### config.mk
export PLATFORM = sky130hd
export DESIGN_NAME = frame_error_stats
export DESIGN_NICKNAME = d
export VERILOG_FILES = /design/src/rtl/stats_pkg.sv /design/src/rtl/frame_error_stats.sv /design/src/rtl/stat_counter.sv /design/src/rtl/sqe_monitor.sv
export VERILOG_INCLUDE_DIRS = /design/src /design/src/rtl
export SDC_FILE = /design/constraint.sdc
export NUM_CORES = 1
export LEC_CHECK = 0
export ABC_AREA = 1
export BUFFER_PORTS_ARGS = -buffer_cell sky130_fd_sc_hd__buf_4
export CAP_MARGIN = 10
export CORE_MARGIN = 8
export CORE_UTILIZATION = 42
export DETAILED_ROUTE_END_ITERATION = 7
export PLACE_DENSITY = 0.72
export SYNTH_ARGS = -nofsm -noshare
export SYNTH_HDL_FRONTEND = slang
export SYNTH_SLANG_ARGS = --single-unit
export TNS_END_PERCENT = 20
### constraint.sdc
create_clock -name clk -period 2.8 [get_ports clk]
set_input_delay 0.14 -clock clk [delete_from_list [all_inputs] [get_ports clk]]
set_output_delay 0.14 -clock clk [all_outputs]
set_load 0.02 [all_outputs]
### src/rtl/stats_params.svh
// Constants of the frame error statistics block: offsets, fields, counts.
// Assumes a 40 MHz clock and one aligned 32-bit word per register.
`ifndef STATS_PARAMS_SVH
`define STATS_PARAMS_SVH
`define CLK_MHZ 40
`define NUM_COUNTERS 6
`define OFS_CONFIG 8'h00
`define OFS_FIRST_COUNT 8'h04
`define CFG_SPEED100_BIT 0
`define CFG_FULL_DUPLEX_BIT 1
`define CFG_BIG_FRAME_BIT 8
`define CFG_LEN_CHECK_BIT 16
`define COUNT_RESET 8'h00
`define MIN_FRAME_BYTES 14'h0040
`define MAX_FRAME_BYTES 14'h05EE
`define MAX_BIG_FRAME_BYTES 14'h0600
`define TYPE_ID_MIN 16'h0600
`define HDR_FCS_BYTES 14'h0012
`define SQE_WINDOW_10_NS 9600
`define SQE_WINDOW_100_NS 960
`define SQE_CYCLES_10 ((`SQE_WINDOW_10_NS * `CLK_MHZ) / 1000)
`define SQE_CYCLES_100 ((`SQE_WINDOW_100_NS * `CLK_MHZ) / 1000)
`endif

### src/rtl/stats_pkg.sv
// Types shared by the frame error statistics block.
// Assumes nothing beyond a SystemVerilog compiler.
package stats_pkg;
	typedef struct packed {
		logic [13:0] length;
		logic crc_error;
		logic align_error;
		logic [15:0] length_type;
	} rx_frame_t;
	typedef struct packed {
		logic len_check;
		logic big_frames;
		logic full_duplex;
		logic speed100;
	} net_config_t;
	typedef enum logic [2:0] {
		CNT_SYMBOL = 3'h0,
		CNT_OVERLENGTH = 3'h1,
		CNT_JABBER = 3'h2,
		CNT_SHORT = 3'h3,
		CNT_HEARTBEAT = 3'h4,
		CNT_MISMATCH = 3'h5
	} counter_sel_t;
	typedef enum logic [1:0] {
		SQE_IDLE = 2'h0,
		SQE_SEND = 2'h1,
		SQE_WAIT = 2'h3
	} sqe_state_t;
endpackage

### src/rtl/frame_error_stats.sv
// Frame error statistics counters of the MAC with their register port.
// Assumes rx_done and rx_frame come from the receive datapath on clk,
// and tx_underrun from the transmit DMA on clk; PHY pins are asynchronous.
//
// Decided for this implementation: the address map and the address-and-strobe port.
`timescale 1ns/10ps
`include "stats_params.svh"
module frame_error_stats #(parameter int COUNT_WIDTH = 8)
(
	input wire logic clk,
	input wire logic rst,
	input wire logic ce,
	input wire logic [7:0] addr,
	input wire logic [31:0] wdata,
	input wire logic wr,
	input wire logic rd,
	output logic [31:0] rdata,
	input wire logic rx_dv,
	input wire logic rx_er,
	input wire logic tx_en,
	input wire logic collision_input,
	input wire logic rx_done,
	input wire stats_pkg::rx_frame_t rx_frame,
	input wire logic tx_underrun,
	output logic fcs_align_event
);
	localparam int N = `NUM_COUNTERS;

	// ------------------------------------------------------------
	// Pin synchronisers
	// ------------------------------------------------------------
	logic [3:0] pins;
	logic [3:0] pin_meta;
	logic [3:0] pin_sync;
	logic rx_dv_s;
	logic rx_er_s;
	logic tx_en_s;
	logic collision_s;

	assign pins = {collision_input, tx_en, rx_er, rx_dv};

	// Each pin passes two flops so that no logic sees a metastable level.
	genvar p;
	generate
		for (p = 0; p < 4; p++)
		begin : g_sync
			always_ff @(posedge clk)
			begin
				if (rst)
				begin
					pin_meta[p] <= 1'b0;
					pin_sync[p] <= 1'b0;
				end
				else if (ce)
				begin
					pin_meta[p] <= pins[p];
					pin_sync[p] <= pin_meta[p];
				end
			end
		end
	endgenerate

	assign rx_dv_s = pin_sync[0];
	assign rx_er_s = pin_sync[1];
	assign tx_en_s = pin_sync[2];
	assign collision_s = pin_sync[3];

	// ------------------------------------------------------------
	// Configuration register
	// ------------------------------------------------------------
	stats_pkg::net_config_t cfg;
	logic [31:0] cfg_word;

	// Only the four implemented bits are kept; the rest read as zero.
	always_ff @(posedge clk)
	begin
		if (rst)
			cfg <= '0;
		else if (ce && wr && addr == `OFS_CONFIG)
		begin
			cfg.speed100 <= wdata[`CFG_SPEED100_BIT];
			cfg.full_duplex <= wdata[`CFG_FULL_DUPLEX_BIT];
			cfg.big_frames <= wdata[`CFG_BIG_FRAME_BIT];
			cfg.len_check <= wdata[`CFG_LEN_CHECK_BIT];
		end
	end

	always_comb
	begin
		cfg_word = 32'h0000_0000;
		cfg_word[`CFG_SPEED100_BIT] = cfg.speed100;
		cfg_word[`CFG_FULL_DUPLEX_BIT] = cfg.full_duplex;
		cfg_word[`CFG_BIG_FRAME_BIT] = cfg.big_frames;
		cfg_word[`CFG_LEN_CHECK_BIT] = cfg.len_check;
	end

	// ------------------------------------------------------------
	// Receive symbol error tracking
	// ------------------------------------------------------------
	logic sym_seen;
	logic sym_now;

	// An error in the closing cycle still belongs to the ending frame.
	assign sym_now = sym_seen | (rx_dv_s & rx_er_s);

	always_ff @(posedge clk)
	begin
		if (rst)
			sym_seen <= 1'b0;
		else if (ce)
		begin
			if (rx_done)
				sym_seen <= 1'b0;
			else if (rx_dv_s && rx_er_s)
				sym_seen <= 1'b1;
		end
	end

	// ------------------------------------------------------------
	// Frame classification
	// ------------------------------------------------------------
	logic [13:0] max_len;
	logic over;
	logic under;
	logic any_err;
	logic type_frame;
	logic [13:0] payload;
	logic mismatch;
	logic [N-1:0] next_inc;
	logic [N-1:0] inc;
	logic heartbeat;

	assign max_len = cfg.big_frames ? `MAX_BIG_FRAME_BYTES
		: `MAX_FRAME_BYTES;
	assign over = rx_frame.length > max_len;
	assign under = rx_frame.length < `MIN_FRAME_BYTES;
	assign any_err = rx_frame.crc_error | rx_frame.align_error | sym_now;
	assign type_frame = rx_frame.length_type >= `TYPE_ID_MIN;
	// The length field counts payload bytes, so header and FCS come off.
	assign payload = (rx_frame.length > `HDR_FCS_BYTES)
		? rx_frame.length - `HDR_FCS_BYTES : 14'h0000;
	assign mismatch = cfg.len_check && !type_frame && !over
		&& ({2'h0, payload} < rx_frame.length_type);

	// Increments are registered so that each counter sees one clean pulse.
	always_comb
	begin
		next_inc = '0;
		next_inc[stats_pkg::CNT_SYMBOL] = rx_done && sym_now;
		next_inc[stats_pkg::CNT_OVERLENGTH] = rx_done && over
			&& !any_err;
		next_inc[stats_pkg::CNT_JABBER] = rx_done && over
			&& any_err;
		next_inc[stats_pkg::CNT_SHORT] = rx_done && under
			&& !any_err;
		next_inc[stats_pkg::CNT_HEARTBEAT] = heartbeat;
		next_inc[stats_pkg::CNT_MISMATCH] = rx_done && mismatch;
	end

	always_ff @(posedge clk)
	begin
		if (rst)
		begin
			inc <= '0;
			fcs_align_event <= 1'b0;
		end
		else if (ce)
		begin
			inc <= next_inc;
			fcs_align_event <= rx_done && sym_now && !over
				&& !under;
		end
	end

	// ------------------------------------------------------------
	// Collision test monitor
	// ------------------------------------------------------------
	sqe_monitor u_sqe
	(
		.clk(clk),
		.rst(rst),
		.ce(ce),
		.tx_en(tx_en_s),
		.collision_input(collision_s),
		.underrun(tx_underrun),
		.half_duplex(!cfg.full_duplex),
		.speed100(cfg.speed100),
		.sqe_error(heartbeat)
	);

	// ------------------------------------------------------------
	// Counters and register reads
	// ------------------------------------------------------------
	logic [COUNT_WIDTH-1:0] counts [N];
	logic [7:0] rel;
	logic [2:0] idx;
	logic count_hit;

	assign rel = addr - `OFS_FIRST_COUNT;
	assign idx = rel[4:2];
	// Only word-aligned offsets inside the counter block select a counter.
	assign count_hit = addr >= `OFS_FIRST_COUNT && rel[1:0] == 2'h0
		&& rel[7:5] == 3'h0 && int'(idx) < N;

	genvar c;
	generate
		for (c = 0; c < N; c++)
		begin : g_count
			stat_counter #(.WIDTH(COUNT_WIDTH)) u_count
			(
				.clk(clk),
				.rst(rst),
				.ce(ce),
				.inc(inc[c]),
				.load(wr && count_hit && int'(idx) == c),
				.load_value(wdata[COUNT_WIDTH-1:0]),
				.count(counts[c])
			);
		end
	endgenerate

	// Read data stand only in the cycle after the read strobe.
	always_ff @(posedge clk)
	begin
		if (rst)
			rdata <= 32'h0000_0000;
		else if (ce)
		begin
			if (rd && addr == `OFS_CONFIG)
				rdata <= cfg_word;
			else if (rd && count_hit)
				rdata <= 32'(counts[idx]);
			else
				rdata <= 32'h0000_0000;
		end
	end
endmodule

### src/rtl/stat_counter.sv
// One software-writable statistics counter.
// Assumes increment and load come from logic on the same clock.
`timescale 1ns/10ps
`include "stats_params.svh"
module stat_counter #(parameter int WIDTH = 8)
(
	input wire logic clk,
	input wire logic rst,
	input wire logic ce,
	input wire logic inc,
	input wire logic load,
	input wire logic [WIDTH-1:0] load_value,
	output logic [WIDTH-1:0] count
);
	// A frame seen in the cycle of a software write is still counted.
	always_ff @(posedge clk)
	begin
		if (rst)
			count <= WIDTH'(`COUNT_RESET);
		else if (ce)
		begin
			if (load)
				count <= load_value + WIDTH'(inc);
			else if (inc)
				count <= count + WIDTH'(1);
		end
	end
endmodule

### src/rtl/sqe_monitor.sv
// Watches the end of each half-duplex transmission without underrun for the collision test pulse.
// Assumes tx_en and the collision input are already synchronised.
`timescale 1ns/10ps
`include "stats_params.svh"
module sqe_monitor
(
	input wire logic clk,
	input wire logic rst,
	input wire logic ce,
	input wire logic tx_en,
	input wire logic collision_input,
	input wire logic underrun,
	input wire logic half_duplex,
	input wire logic speed100,
	output logic sqe_error
);
	localparam logic [8:0] LIMIT_10 = 9'(`SQE_CYCLES_10);
	localparam logic [8:0] LIMIT_100 = 9'(`SQE_CYCLES_100);
	stats_pkg::sqe_state_t state;
	logic [8:0] waited;
	logic [8:0] limit;
	logic underran;

	assign limit = speed100 ? LIMIT_100 : LIMIT_10;

	always_ff @(posedge clk)
	begin
		if (rst)
			underran <= 1'b0;
		else if (ce)
		begin
			// An underrun at the edge that opens a frame still marks it.
			if (underrun && (state != stats_pkg::SQE_IDLE || tx_en))
				underran <= 1'b1;
			else if (state == stats_pkg::SQE_IDLE)
				underran <= 1'b0;
		end
	end

	// The window closes after 96 bit times, rounded down to whole cycles.
	always_ff @(posedge clk)
	begin
		if (rst)
		begin
			state <= stats_pkg::SQE_IDLE;
			waited <= 9'h000;
			sqe_error <= 1'b0;
		end
		else if (ce)
		begin
			sqe_error <= 1'b0;
			unique case (state)
				stats_pkg::SQE_IDLE:
					if (tx_en)
						state <= stats_pkg::SQE_SEND;
				stats_pkg::SQE_SEND:
					if (!tx_en)
					begin
						waited <= 9'h000;
						if (underran || underrun || !half_duplex)
							state <= stats_pkg::SQE_IDLE;
						else
							state <= stats_pkg::SQE_WAIT;
					end
				stats_pkg::SQE_WAIT:
					if (collision_input)
						state <= stats_pkg::SQE_IDLE;
					else if (waited == limit - 9'h001)
					begin
						sqe_error <= 1'b1;
						state <= stats_pkg::SQE_IDLE;
					end
					else
						waited <= waited + 9'h001;
				default:
					state <= stats_pkg::SQE_IDLE;
			endcase
		end
	end
endmodule

==> impl_metrics.py, run 1 <==
metrics = {
    "power": {
        "p_per_area_nw_per_um2": 391,
        "power_mw": 3.13,
        "leakagePower_nw": 3.36,
        "ir_drop_mv": 0.397,
    },
    "sta": {
        "worstMarginPinSlew_ns": 0.715,
        "hold_viol": 0,
        "slew_headroom_pct": 52.0,
        "finClkSkew_ns": 0.00887,
        "setup_violations": 0,
        "fin_tns_setup_ns": 0,
        "drv_slew": 0,
        "max_freq_mhz": 432,
        "post-route-period-util_pct": 82.6,
        "rsz0062_at_grt": "false",
        "min_period_ns": 2.31,
    },
    "grt": {
        "grt_usage_pct": 18.7,
        "grt_pass1_vias": 6636,
        "grt_antenna_before_repair": 0,
        "grt_pass1_wl_um": 32500,
        "grt-ovfl-total": 0,
        "grt_max_degree": 32,
    },
    "place": {
        "gp_congestion": 0.928,
        "hpwl_um": 15100,
        "io_buffers": 71,
    },
    "critical_path": {
        "r2r_cells": 7,
        "path_cells": "buf_4 -> inv_4 -> ha_1 -> ha_1 -> nand2_1 -> nand4_2 -> nor2_4 -> nand2_4 -> nor2_8 -> o21ai_1 -> inv_1 -> o21ai_0 -> a31oi_1",
        "cp.required_ns": 3.04,
        "cp-startpoint": "addr[2]",
        "setup.worst_path.class": "primary input to flip-flop",
        "cp-start-kind": "primary input",
        "end_kind": "flip-flop",
        "rrSetupSlack_ns": 0.80,
        "slowest_delay_ns": 0.57,
        "path_common_cell": "ha_1",
        "regToRegStartpoint": "cfg[2]$_SDFFE_PP0P_",
        "slowest_stage": "o21ai_1",
        "r2r_end": "fcs_align_event$_SDFFE_PP0P_",
        "endpoint": "g_count[1].u_count.count[2]$_SDFFE_PP0P_",
        "crit_arrival_ns": 2.55,
        "cp_max_fo": 14,
    },
    "clock_network": {
        "clockRootBuffer": "clkbuf_16",
        "cts_tree": "yes",
        "clk_latency_ns": 0.36,
        "numCtsBuffers": 9,
        "clkTransAtPathRegs_ns": 0.07,
        "htree_num_levels": 3,
        "clkSinkCount": 91,
        "cts_buffer_depth": 2,
        "cts_resized": 0,
    },
    "synthesis": {
        "postSynthCellCount": 1035,
        "synth-async-reset-ratio_pct": 0,
        "synth.distinct_cells": 51,
        "synth-seq-area-share_pct": 26.0,
        "synth_seq_cells": 91,
        "synth_flop_cell": "dfxtp_1",
        "synth.avg_cell_area_sq_um": 6.78,
        "ys.warnings.count": 0,
        "synth_area_sq_um": 7020,
        "synth_edf_count": 0,
    },
    "routing": {
        "vias": 6933,
        "drt-total-wl_um": 19900,
        "drc": 0,
        "first_iter_violations": 544,
        "via_per_inst": 5.23,
        "antenna_left": 0,
        "wl_per_cell_um": 15.1,
        "dr.pass1.iters": 6,
    },
    "job": {
        "drv_cap": 0,
    },
    "floorplan": {
        "start_util_pct": 42.6,
        "die_h_um": 145,
        "rows": 47,
        "dieWidth_um": 145,
        "core_area_sq_um": 16500,
        "die_area_sq_um": 21100,
        "io_pins": 116,
    },
    "cells_and_area": {
        "final_cell_mix": "nand2_1, inv_1, nor2_1",
        "syn_to_final_growth_pct": 14.0,
        "layout-drive-gt1-share_pct": 11.7,
        "antennaDiodeCount": 0,
        "nets": 1231,
        "final_common_cell": "nand2_1",
    },
    "min_path": {
        "hp-class": "primary input to flip-flop",
        "hold_path_startpoint": "wdata[16]",
    },
    "status": {
        "status": "finished, final reports clean",
    },
}
[worst min path at each step]
stage                                    end  cells after the start
finish                   cfg[3]$_SDFFE_PP0P_                      3
global route             cfg[3]$_SDFFE_PP0P_                      3
CTS                 pin_meta[2]$_SDFFE_PP0P_                      3
detailed placement  pin_meta[1]$_SDFFE_PP0P_                      3
global placement    pin_meta[1]$_SDFFE_PP0P_                      3
floorplan           pin_meta[0]$_SDFFE_PP0P_                      2
[power by group]
part | internal, mW | switching, mW
logic | 0.210 | 0.360
clock network | 0.641 | 0.566
registers | 1.33 | 0.0274
[kinds of logic after synthesis]
group,share of synthesized area (%)
AO/OA/AOI/OAI,20.0
XOR/XNOR,9.34
adder cells (fa/ha/maj),8.56
buffers and inverters,10.9
flip-flops,26.0
other,0.0534
AND/OR/NAND/NOR,25.2
[per-layer routing]
| metal | vias up | wire [um] | GRT usage, % |
|---|---|---|---|
| met5 | - | 0 | 0 |
| met1 | 3110 | 9060 | 24.0 |
| met3 | 43 | 1640 | 5.32 |
| met2 | 249 | 8780 | 29.5 |
| met4 | 0 | 452 | 6.51 |
| li1 | 3531 | - | - |
[repair_timing]
action / 4_1_cts / 5_1_grt
hold buffers: 3 / 1
setup buffers: 0 / 0
endpoints found under the hold margin: 3 / 1
[critical path, delay by kind of cell]
kind	cells	cell delay, ns
AOI/OAI and AO/OA	3	0.83
adders and majority gates	2	0.63
buffers and inverters	3	0.40
and+or+nand+nor	5	0.55
[synthesized netlist by cell type, drive strengths merged (4+ instances only)]
master | instances | area share, %
a21oi | 91 | 6.7
xor2 | 64 | 8.0
o31ai | 6 | 0.64
nor2 | 106 | 6.6
nor4 | 4 | 0.36
nand2 | 198 | 11
clkbuf | 24 | 1.5
ha | 48 | 8.6
a211oi | 5 | 0.53
o211ai | 5 | 0.53
inv | 111 | 6.0
xnor2 | 10 | 1.4
nand3 | 47 | 3.4
dfxtp | 91 | 26
a31oi | 18 | 1.6
nor3 | 28 | 2.1
o21ai | 115 | 8.7
buf | 32 | 3.3
nand4 | 15 | 1.6
[state kept, by name (all words and copies together) (netlist names), 2 cells and up]
| register | count |
|---|---|
| rdata | 10 |
| cfg | 4 |
| u_sqe.state | 2 |
| pin_meta | 4 |
| u_sqe.waited | 9 |
| inc | 6 |
| g_count.u_count.count | 48 |
[cell type report]
type	instances	area (sq um)
Clock buffer	11	243
Inverter	113	428
Sequential cell	91	1820
Tap cell	220	275
Clock inverter	5	45.0
Fill cell	1701	8460
Timing Repair Buffer	89	678
Multi-Input combinational cell	796	4510
[per-stage QoR]
stage	std cells	instance area [sq um]	worst slack, ns	hold slack (ns)	utilization (%)
after CTS	1324	8000	0.510	0.000573	48.6
after global placement	1305	7680	0.218	0.362	46.6
after detailed placement	1305	7680	0.145	0.367	46.6
after global routing	1325	8010	0.233	0.0354	48.6
after floorplan	1056	7100	0.359	0.275	-
final	1325	8010	0.488	0.0287	48.6
No activity file was read; power rests on OpenSTA's default activity.
==> run 2: changes to the inputs <==
ABC_AREA = 0   (was 1)
clock period = 2.45 ns   (was 2.8 ns; I/O delays follow)
==> run 2 against run 1 <==
Critical path depth is 2 higher. First-iteration DRC count is 21% lower. Power is 10% higher. Register-to-register slack worse by 0.41 ns. Via count is 5.0% lower. Hold slack worse by 0.027 ns. Count of clock-buffer cells in the layout is 2 lower.
==> impl_metrics.py, run 2 <==
metrics = {
    "status": {
        "status": "finished, final reports clean",
    },
    "power": {
        "p_per_area_nw_per_um2": 416,
        "power_mw": 3.44,
        "ir_drop_mv": 0.327,
        "power_frac_clock_pct": 40.2,
        "switchingPower_mw": 1.01,
        "leakagePower_nw": 3.20,
        "comb_power_share_pct": 16.1,
        "swShare_pct": 29.3,
        "p_int_mw": 2.43,
        "seqPwrFrac_pct": 43.7,
    },
    "synthesis": {
        "synth_top_area_share_pct": 26.0,
        "postSynthCellCount": 878,
        "synth-xor-area-share_pct": 6.62,
        "synth_seq_cells": 91,
        "synth.distinct_cells": 67,
        "synthTopCellsByArea": "dfxtp_1, ha_1, mux2i_1, nor2_1, o21ai_0",
        "synth-async-reset-ratio_pct": 0,
        "synth.avg_cell_area_sq_um": 7.99,
        "yosysMostFrequentCell": "nor2_1",
        "synth_compound_area_share_pct": 18.0,
        "synth_top_family_by_area": "simple AND/OR/NAND/NOR gates",
        "yosys.area.top_type": "dfxtp_1",
        "netlist_top_cells_count": "nor2_1, dfxtp_1, nand2_1, o21ai_0, ha_1",
        "synth_area_sq_um": 7010,
        "synth_edf_count": 0,
        "synthAdderAreaFrac_pct": 8.56,
        "synth-seq-area-share_pct": 26.0,
        "synth-simple-area-share_pct": 24.1,
        "synth_mux_area_share_pct": 9.22,
        "ys.warnings.count": 0,
        "synth_flop_cell": "dfxtp_1",
    },
    "place": {
        "io_buffers": 71,
        "hpwl_um": 14600,
        "dp.cells": 1162,
        "gp_congestion": 0.887,
    },
    "routing": {
        "first_iter_violations": 431,
        "dr.pass1.iters": 7,
        "vias": 6589,
        "drc": 0,
        "via_per_inst": 5.58,
        "antenna_left": 0,
        "drt-total-wl_um": 19500,
        "wl_per_cell_um": 16.5,
    },
    "critical_path": {
        "rrSetupSlack_ns": 0.39,
        "r2r_end": "inc[1]$_SDFFE_PP0P_",
        "cp_max_fo": 6,
        "cp-start-kind": "primary input",
        "setup.worst_path.class": "primary input to flip-flop",
        "r2r_cells": 8,
        "crit_arrival_ns": 2.69,
        "end_kind": "flip-flop",
        "cp-startpoint": "rx_frame[26]",
        "regToRegStartpoint": "cfg[2]$_SDFFE_PP0P_",
        "cp.required_ns": 2.73,
    },
    "clock_network": {
        "clockRootBuffer": "clkbuf_16",
        "clkSinkCount": 91,
        "numCtsBuffers": 9,
        "cts_tree": "yes",
        "clkTransAtPathRegs_ns": 0.07,
        "cts_buffer_depth": 2,
        "htree_num_levels": 3,
        "clk_latency_ns": 0.35,
    },
    "floorplan": {
        "dieWidth_um": 145,
        "core_area_sq_um": 16500,
        "die_h_um": 145,
        "io_pins": 116,
        "start_util_pct": 42.6,
        "rows": 47,
        "die_area_sq_um": 21100,
    },
    "grt": {
        "grt_usage_pct": 18.3,
        "grt_max_degree": 53,
        "grt_pass1_wl_um": 32200,
        "grt-ovfl-total": 0,
        "grt_antenna_before_repair": 0,
        "grt_pass1_vias": 6388,
    },
    "cells_and_area": {
        "nets": 1086,
        "largest-register": "g_count.u_count.count",
        "reg.largest.list": "g_count.u_count.count: 48 flops, rdata: 10 flops, u_sqe.waited: 9 flops",
        "final_common_cell": "buf_4",
        "largest_register_ffs": 48,
        "layout-drive-gt1-share_pct": 17.8,
        "antennaDiodeCount": 0,
        "finalCoreUtilization_pct": 50.2,
        "syn_to_final_growth_pct": 17.9,
        "stdcell_count": 1180,
        "final_cell_mix": "buf_4, nor2_1, dfxtp_1",
    },
    "job": {
        "drv_cap": 0,
    },
    "sta": {
        "slew_headroom_pct": 52.9,
        "worstMarginPinSlew_ns": 0.706,
        "drv_slew": 0,
        "setup_violations": 0,
        "post-route-period-util_pct": 98.2,
        "hold_ws_ns": 0.00135,
        "max_freq_mhz": 416,
        "finClkSkew_ns": 0.00878,
        "rsz0062_at_grt": "true",
        "min_period_ns": 2.41,
        "hold_viol": 0,
    },
    "min_path": {
        "whs_endpoint": "pin_meta[2]$_SDFFE_PP0P_",
        "hp-class": "primary input to flip-flop",
        "hold_path_startpoint": "tx_en",
        "hold_path_depth": 3,
    },
}
-- run 2: changes by cell type after synthesis, moves of 20 or more --
| cell | previous run | this run |
|---|---|---|
| a21oi_1 | 89 | 35 |
| nand3_1 | 47 | 27 |
| nand2_1 | 196 | 73 |
| o21ai_0 | 97 | 56 |
| mux2i_1 | 0 | 41 |
| inv_1 | 103 | 36 |
| a22oi_1 | 0 | 28 |
| xor2_1 | 64 | 29 |
-- run 2: logic make-up (layout without fill, tap and decap cells) --
kind of cell             after synthesis  in the layout
multiplexers                          54             54
AO/OA/AOI/OAI                        186            186
adder cells (fa/ha/maj)               48             48
flip-flops                            91             91
buffers and inverters                108            169
AND/OR/NAND/NOR                      337            337
XOR/XNOR                              53             53
other                                  1             22
-- run 2: worst max-delay path by stage --
stage | depth (start not counted) | endpoint | slack [ns]
after floorplan | 13 | inc[5]$_SDFFE_PP0P_ | -0.18
after global placement | 13 | inc[5]$_SDFFE_PP0P_ | -0.30
after detailed placement | 13 | inc[5]$_SDFFE_PP0P_ | -0.40
after CTS | 13 | inc[5]$_SDFFE_PP0P_ | 0.0002
after global routing | 15 | inc[5]$_SDFFE_PP0P_ | -0.08
final | 15 | inc[5]$_SDFFE_PP0P_ | 0.04
-- run 2: cell type report --
class,count,area (sq um)
Fill cell,1612,8200
Multi-Input combinational cell,700,4840
Sequential cell,91,1820
Timing Repair Buffer,117,910
Tap cell,220,275
Clock buffer,9,225
Inverter,36,135
Clock inverter,7,65.1
-- run 2: worst max-delay path: stages --
cell     delay [ns]
buf_4          0.11
or3_4          0.39
or3_4          0.37
nor4_4         0.18
nand3_1        0.13
nand2_2        0.14
buf_4          0.13
buf_4          0.09
nor2_1         0.03
ha_1           0.18
a21o_1         0.15
a221o_1        0.29
a21oi_1        0.14
o21ai_1        0.10
a31oi_1        0.13
-- run 2: per-layer routing --
layer | wire (um) | track usage (%)
met1 | 8780 | 22.9
met3 | 1180 | 3.92
met2 | 9100 | 30.7
met4 | 466 | 5.73
met5 | 0 | 0
-- run 2: power by group through the flow --
stage	combinational (mW)	sequential (mW)	clock, mW
global placement	0.524	1.54	0
global route	0.604	1.51	1.47
finish	0.555	1.50	1.38
detailed placement	0.529	1.54	0
floorplan	0.353	1.53	0
CTS	0.535	1.50	1.41
-- run 2: through the flow --
step | setup TNS (ns) | cell area, sq um | setup slack (ns)
floorplan | -0.250 | 7140 | -0.184
global placement | -0.296 | 7900 | -0.296
detailed placement | -0.405 | 7900 | -0.405
CTS | 0 | 8210 | 0.000248
global route | -0.0779 | 8270 | -0.0779
finish | 0 | 8270 | 0.0444
-- run 2: timing repair --
| item | CTS | global route |
|---|---|---|
| buffers inserted | 0 | 1 |
| endpoints found under the hold margin | 1 | 0 |
| hold buffers | 1 | 0 |
| gates resized for setup | 2 | 10 |
| setup endpoints to repair | 1 | 1 |
| pin swaps | 0 | 2 |
==> run 3: changes to the inputs <==
CORE_UTILIZATION = 33   (was 42)
PLACE_DENSITY = 0.61   (was 0.72)
REMOVE_ABC_BUFFERS = 1   (was default)
==> run 3 against run 2 <==
Global-route usage decreased by 2.8 points. Critical endpoint unchanged. Register-to-register slack got worse by 0.02 ns. Hold slack improved by 0.067 ns. Critical path type unchanged. Power increased by 1.5%. Combinational power increased by 2%.
==> impl_metrics.py, run 3 (synthesis results as in run 2) <==
metrics = {
    "status": {
        "status": "finished, final reports clean",
    },
    "sta": {
        "finClkSkew_ns": 0.0106,
        "drv_slew": 0,
        "max_freq_mhz": 421,
        "hold_viol": 0,
        "fin_tns_setup_ns": 0,
        "setup_violations": 0,
        "hold_ws_ns": 0.0688,
        "min_period_ns": 2.38,
        "worstMarginPinSlew_ns": 0.708,
        "layout_setup_ws_ns": 0.0722,
        "slew_headroom_pct": 52.8,
        "post-route-period-util_pct": 97.1,
    },
    "floorplan": {
        "core_area_sq_um": 21000,
        "rows": 53,
        "dieWidth_um": 162,
        "die_h_um": 162,
        "io_pins": 116,
        "start_util_pct": 33.5,
        "die_area_sq_um": 26200,
    },
    "routing": {
        "first_iter_violations": 437,
        "vias": 6616,
        "wl_per_cell_um": 16.6,
        "dr.pass1.iters": 5,
        "drt-total-wl_um": 20600,
        "drc": 0,
        "antenna_left": 0,
        "via_per_inst": 5.34,
    },
    "clock_network": {
        "clk_latency_ns": 0.36,
        "cts_buffer_depth": 2,
        "htree_num_levels": 3,
        "cts_tree": "yes",
        "cts_setup_buffers": 0,
        "clkSinkCount": 91,
        "clkTransAtPathRegs_ns": 0.07,
        "numCtsBuffers": 9,
        "clockRootBuffer": "clkbuf_16",
    },
    "place": {
        "dp.cells": 1218,
        "io_buffers": 71,
        "placed_cell_area_sq_um": 7990,
        "post-place-ws_ns": -0.456,
        "hpwl_um": 15800,
        "gp_congestion": 0.905,
    },
    "cells_and_area": {
        "syn_to_final_growth_pct": 19.8,
        "layout-drive-gt1-share_pct": 16.9,
        "post-route-cell-area_sq_um": 8400,
        "largest-register": "g_count.u_count.count",
        "stdcell_count": 1240,
        "largest_register_ffs": 48,
        "final_cell_mix": "buf_4, nor2_1, dfxtp_1",
        "reg.largest.list": "g_count.u_count.count: 48 flops, rdata: 10 flops, u_sqe.waited: 9 flops",
        "antennaDiodeCount": 0,
        "nets": 1091,
        "final_common_cell": "buf_4",
        "finalCoreUtilization_pct": 40.1,
    },
    "grt": {
        "grt_pass1_vias": 6179,
        "grt_antenna_before_repair": 0,
        "use_met1_pct": 20.6,
        "grt-ovfl-total": 0,
        "grt_use_met2_pct": 24.5,
        "grt_use_met3_pct": 3.47,
        "grt_pass1_wl_um": 33000,
        "grt_usage_pct": 15.5,
        "busiest_layer": "met2",
        "grt_max_degree": 59,
    },
    "power": {
        "leakagePower_nw": 3.23,
        "p_int_mw": 2.45,
        "switchingPower_mw": 1.05,
        "comb_power_share_pct": 16.2,
        "p_per_area_nw_per_um2": 416,
        "swShare_pct": 29.9,
        "power_frac_clock_pct": 40.8,
        "power_mw": 3.49,
        "seqPwrFrac_pct": 43.0,
        "ir_drop_mv": 0.323,
    },
    "critical_path": {
        "setup.worst_path.class": "primary input to flip-flop",
        "path_cells": "buf_4 -> or3_4 -> or3_4 -> nor4_4 -> nand3_1 -> nand2_2 -> nor2_1 -> ha_1 -> a21o_1 -> a221o_1 -> a21oi_1 -> o21ai_1 -> a31oi_1",
        "path_common_cell": "or3_4",
        "end_kind": "flip-flop",
        "cp_max_fo": 6,
        "cp-start-kind": "primary input",
        "slowest_stage": "or3_4",
        "slowest_delay_ns": 0.38,
        "cp.required_ns": 2.74,
        "crit_arrival_ns": 2.66,
    },
    "job": {
        "drv_cap": 0,
    },
    "min_path": {
        "hp-class": "primary input to flip-flop",
    },
}
-- run 3: cell type report --
cell class / instances / area (sq um)
Fill cell: 2171 / 12600
Multi-Input combinational cell: 700 / 4780
Sequential cell: 91 / 1820
Timing Repair Buffer: 122 / 1010
Tap cell: 275 / 344
Clock buffer: 9 / 225
Inverter: 36 / 135
Clock inverter: 7 / 80.1
-- run 3: what timing repair did --
action / in CTS / in global routing
gates cloned: 0 / 0
gates resized for setup: 2 / 7
hold buffers: 6 / 0
setup endpoints to repair: 1 / 1
pin swaps: 0 / 2
endpoints found under the hold margin: 6 / 0
-- run 3: power by group through the flow --
stage	Combinational, mW	Sequential, mW	Clock (mW)
2_1_floorplan	0.256	1.53	0
3_3_place_gp	0.541	1.54	0
3_5_place_dp	0.545	1.54	0
4_1_cts	0.555	1.50	1.47
5_1_grt	0.616	1.51	1.53
6_report	0.565	1.50	1.43
-- run 3: worst max-delay path, delay by kind of cell --
family | cells | cell delay (ns)
AOI/OAI and AO/OA | 5 | 0.89
adders and majority gates | 1 | 0.30
buffers and inverters | 1 | 0.11
and+or+nand+nor | 6 | 1.23
-- run 3: path summary, 6_finish.rpt --
| kind | startpoint | end | slack (ns) | cells after the start |
|---|---|---|---|---|
| setup reg to reg | cfg[2]$_SDFFE_PP0P_ | inc[1]$_SDFFE_PP0P_ | 0.37 | 8 |
| hold / removal | rx_done | inc[0]$_SDFFE_PP0P_ | 0.07 | 3 |
| hold reg to reg | fcs_align_event$_SDFFE_PP0P_ | fcs_align_event$_SDFFE_PP0P_ | 0.49 | 2 |
| setup / recovery | rx_frame[26] | inc[5]$_SDFFE_PP0P_ | 0.07 | 13 |
-- run 3: per-layer routing --
layer  vias to the layer above  routed length (um)
li1                       3300                   -
met1                      3118                9780
met2                       172                9240
met3                        26                1310
met4                         0                 289
met5                         -                   0
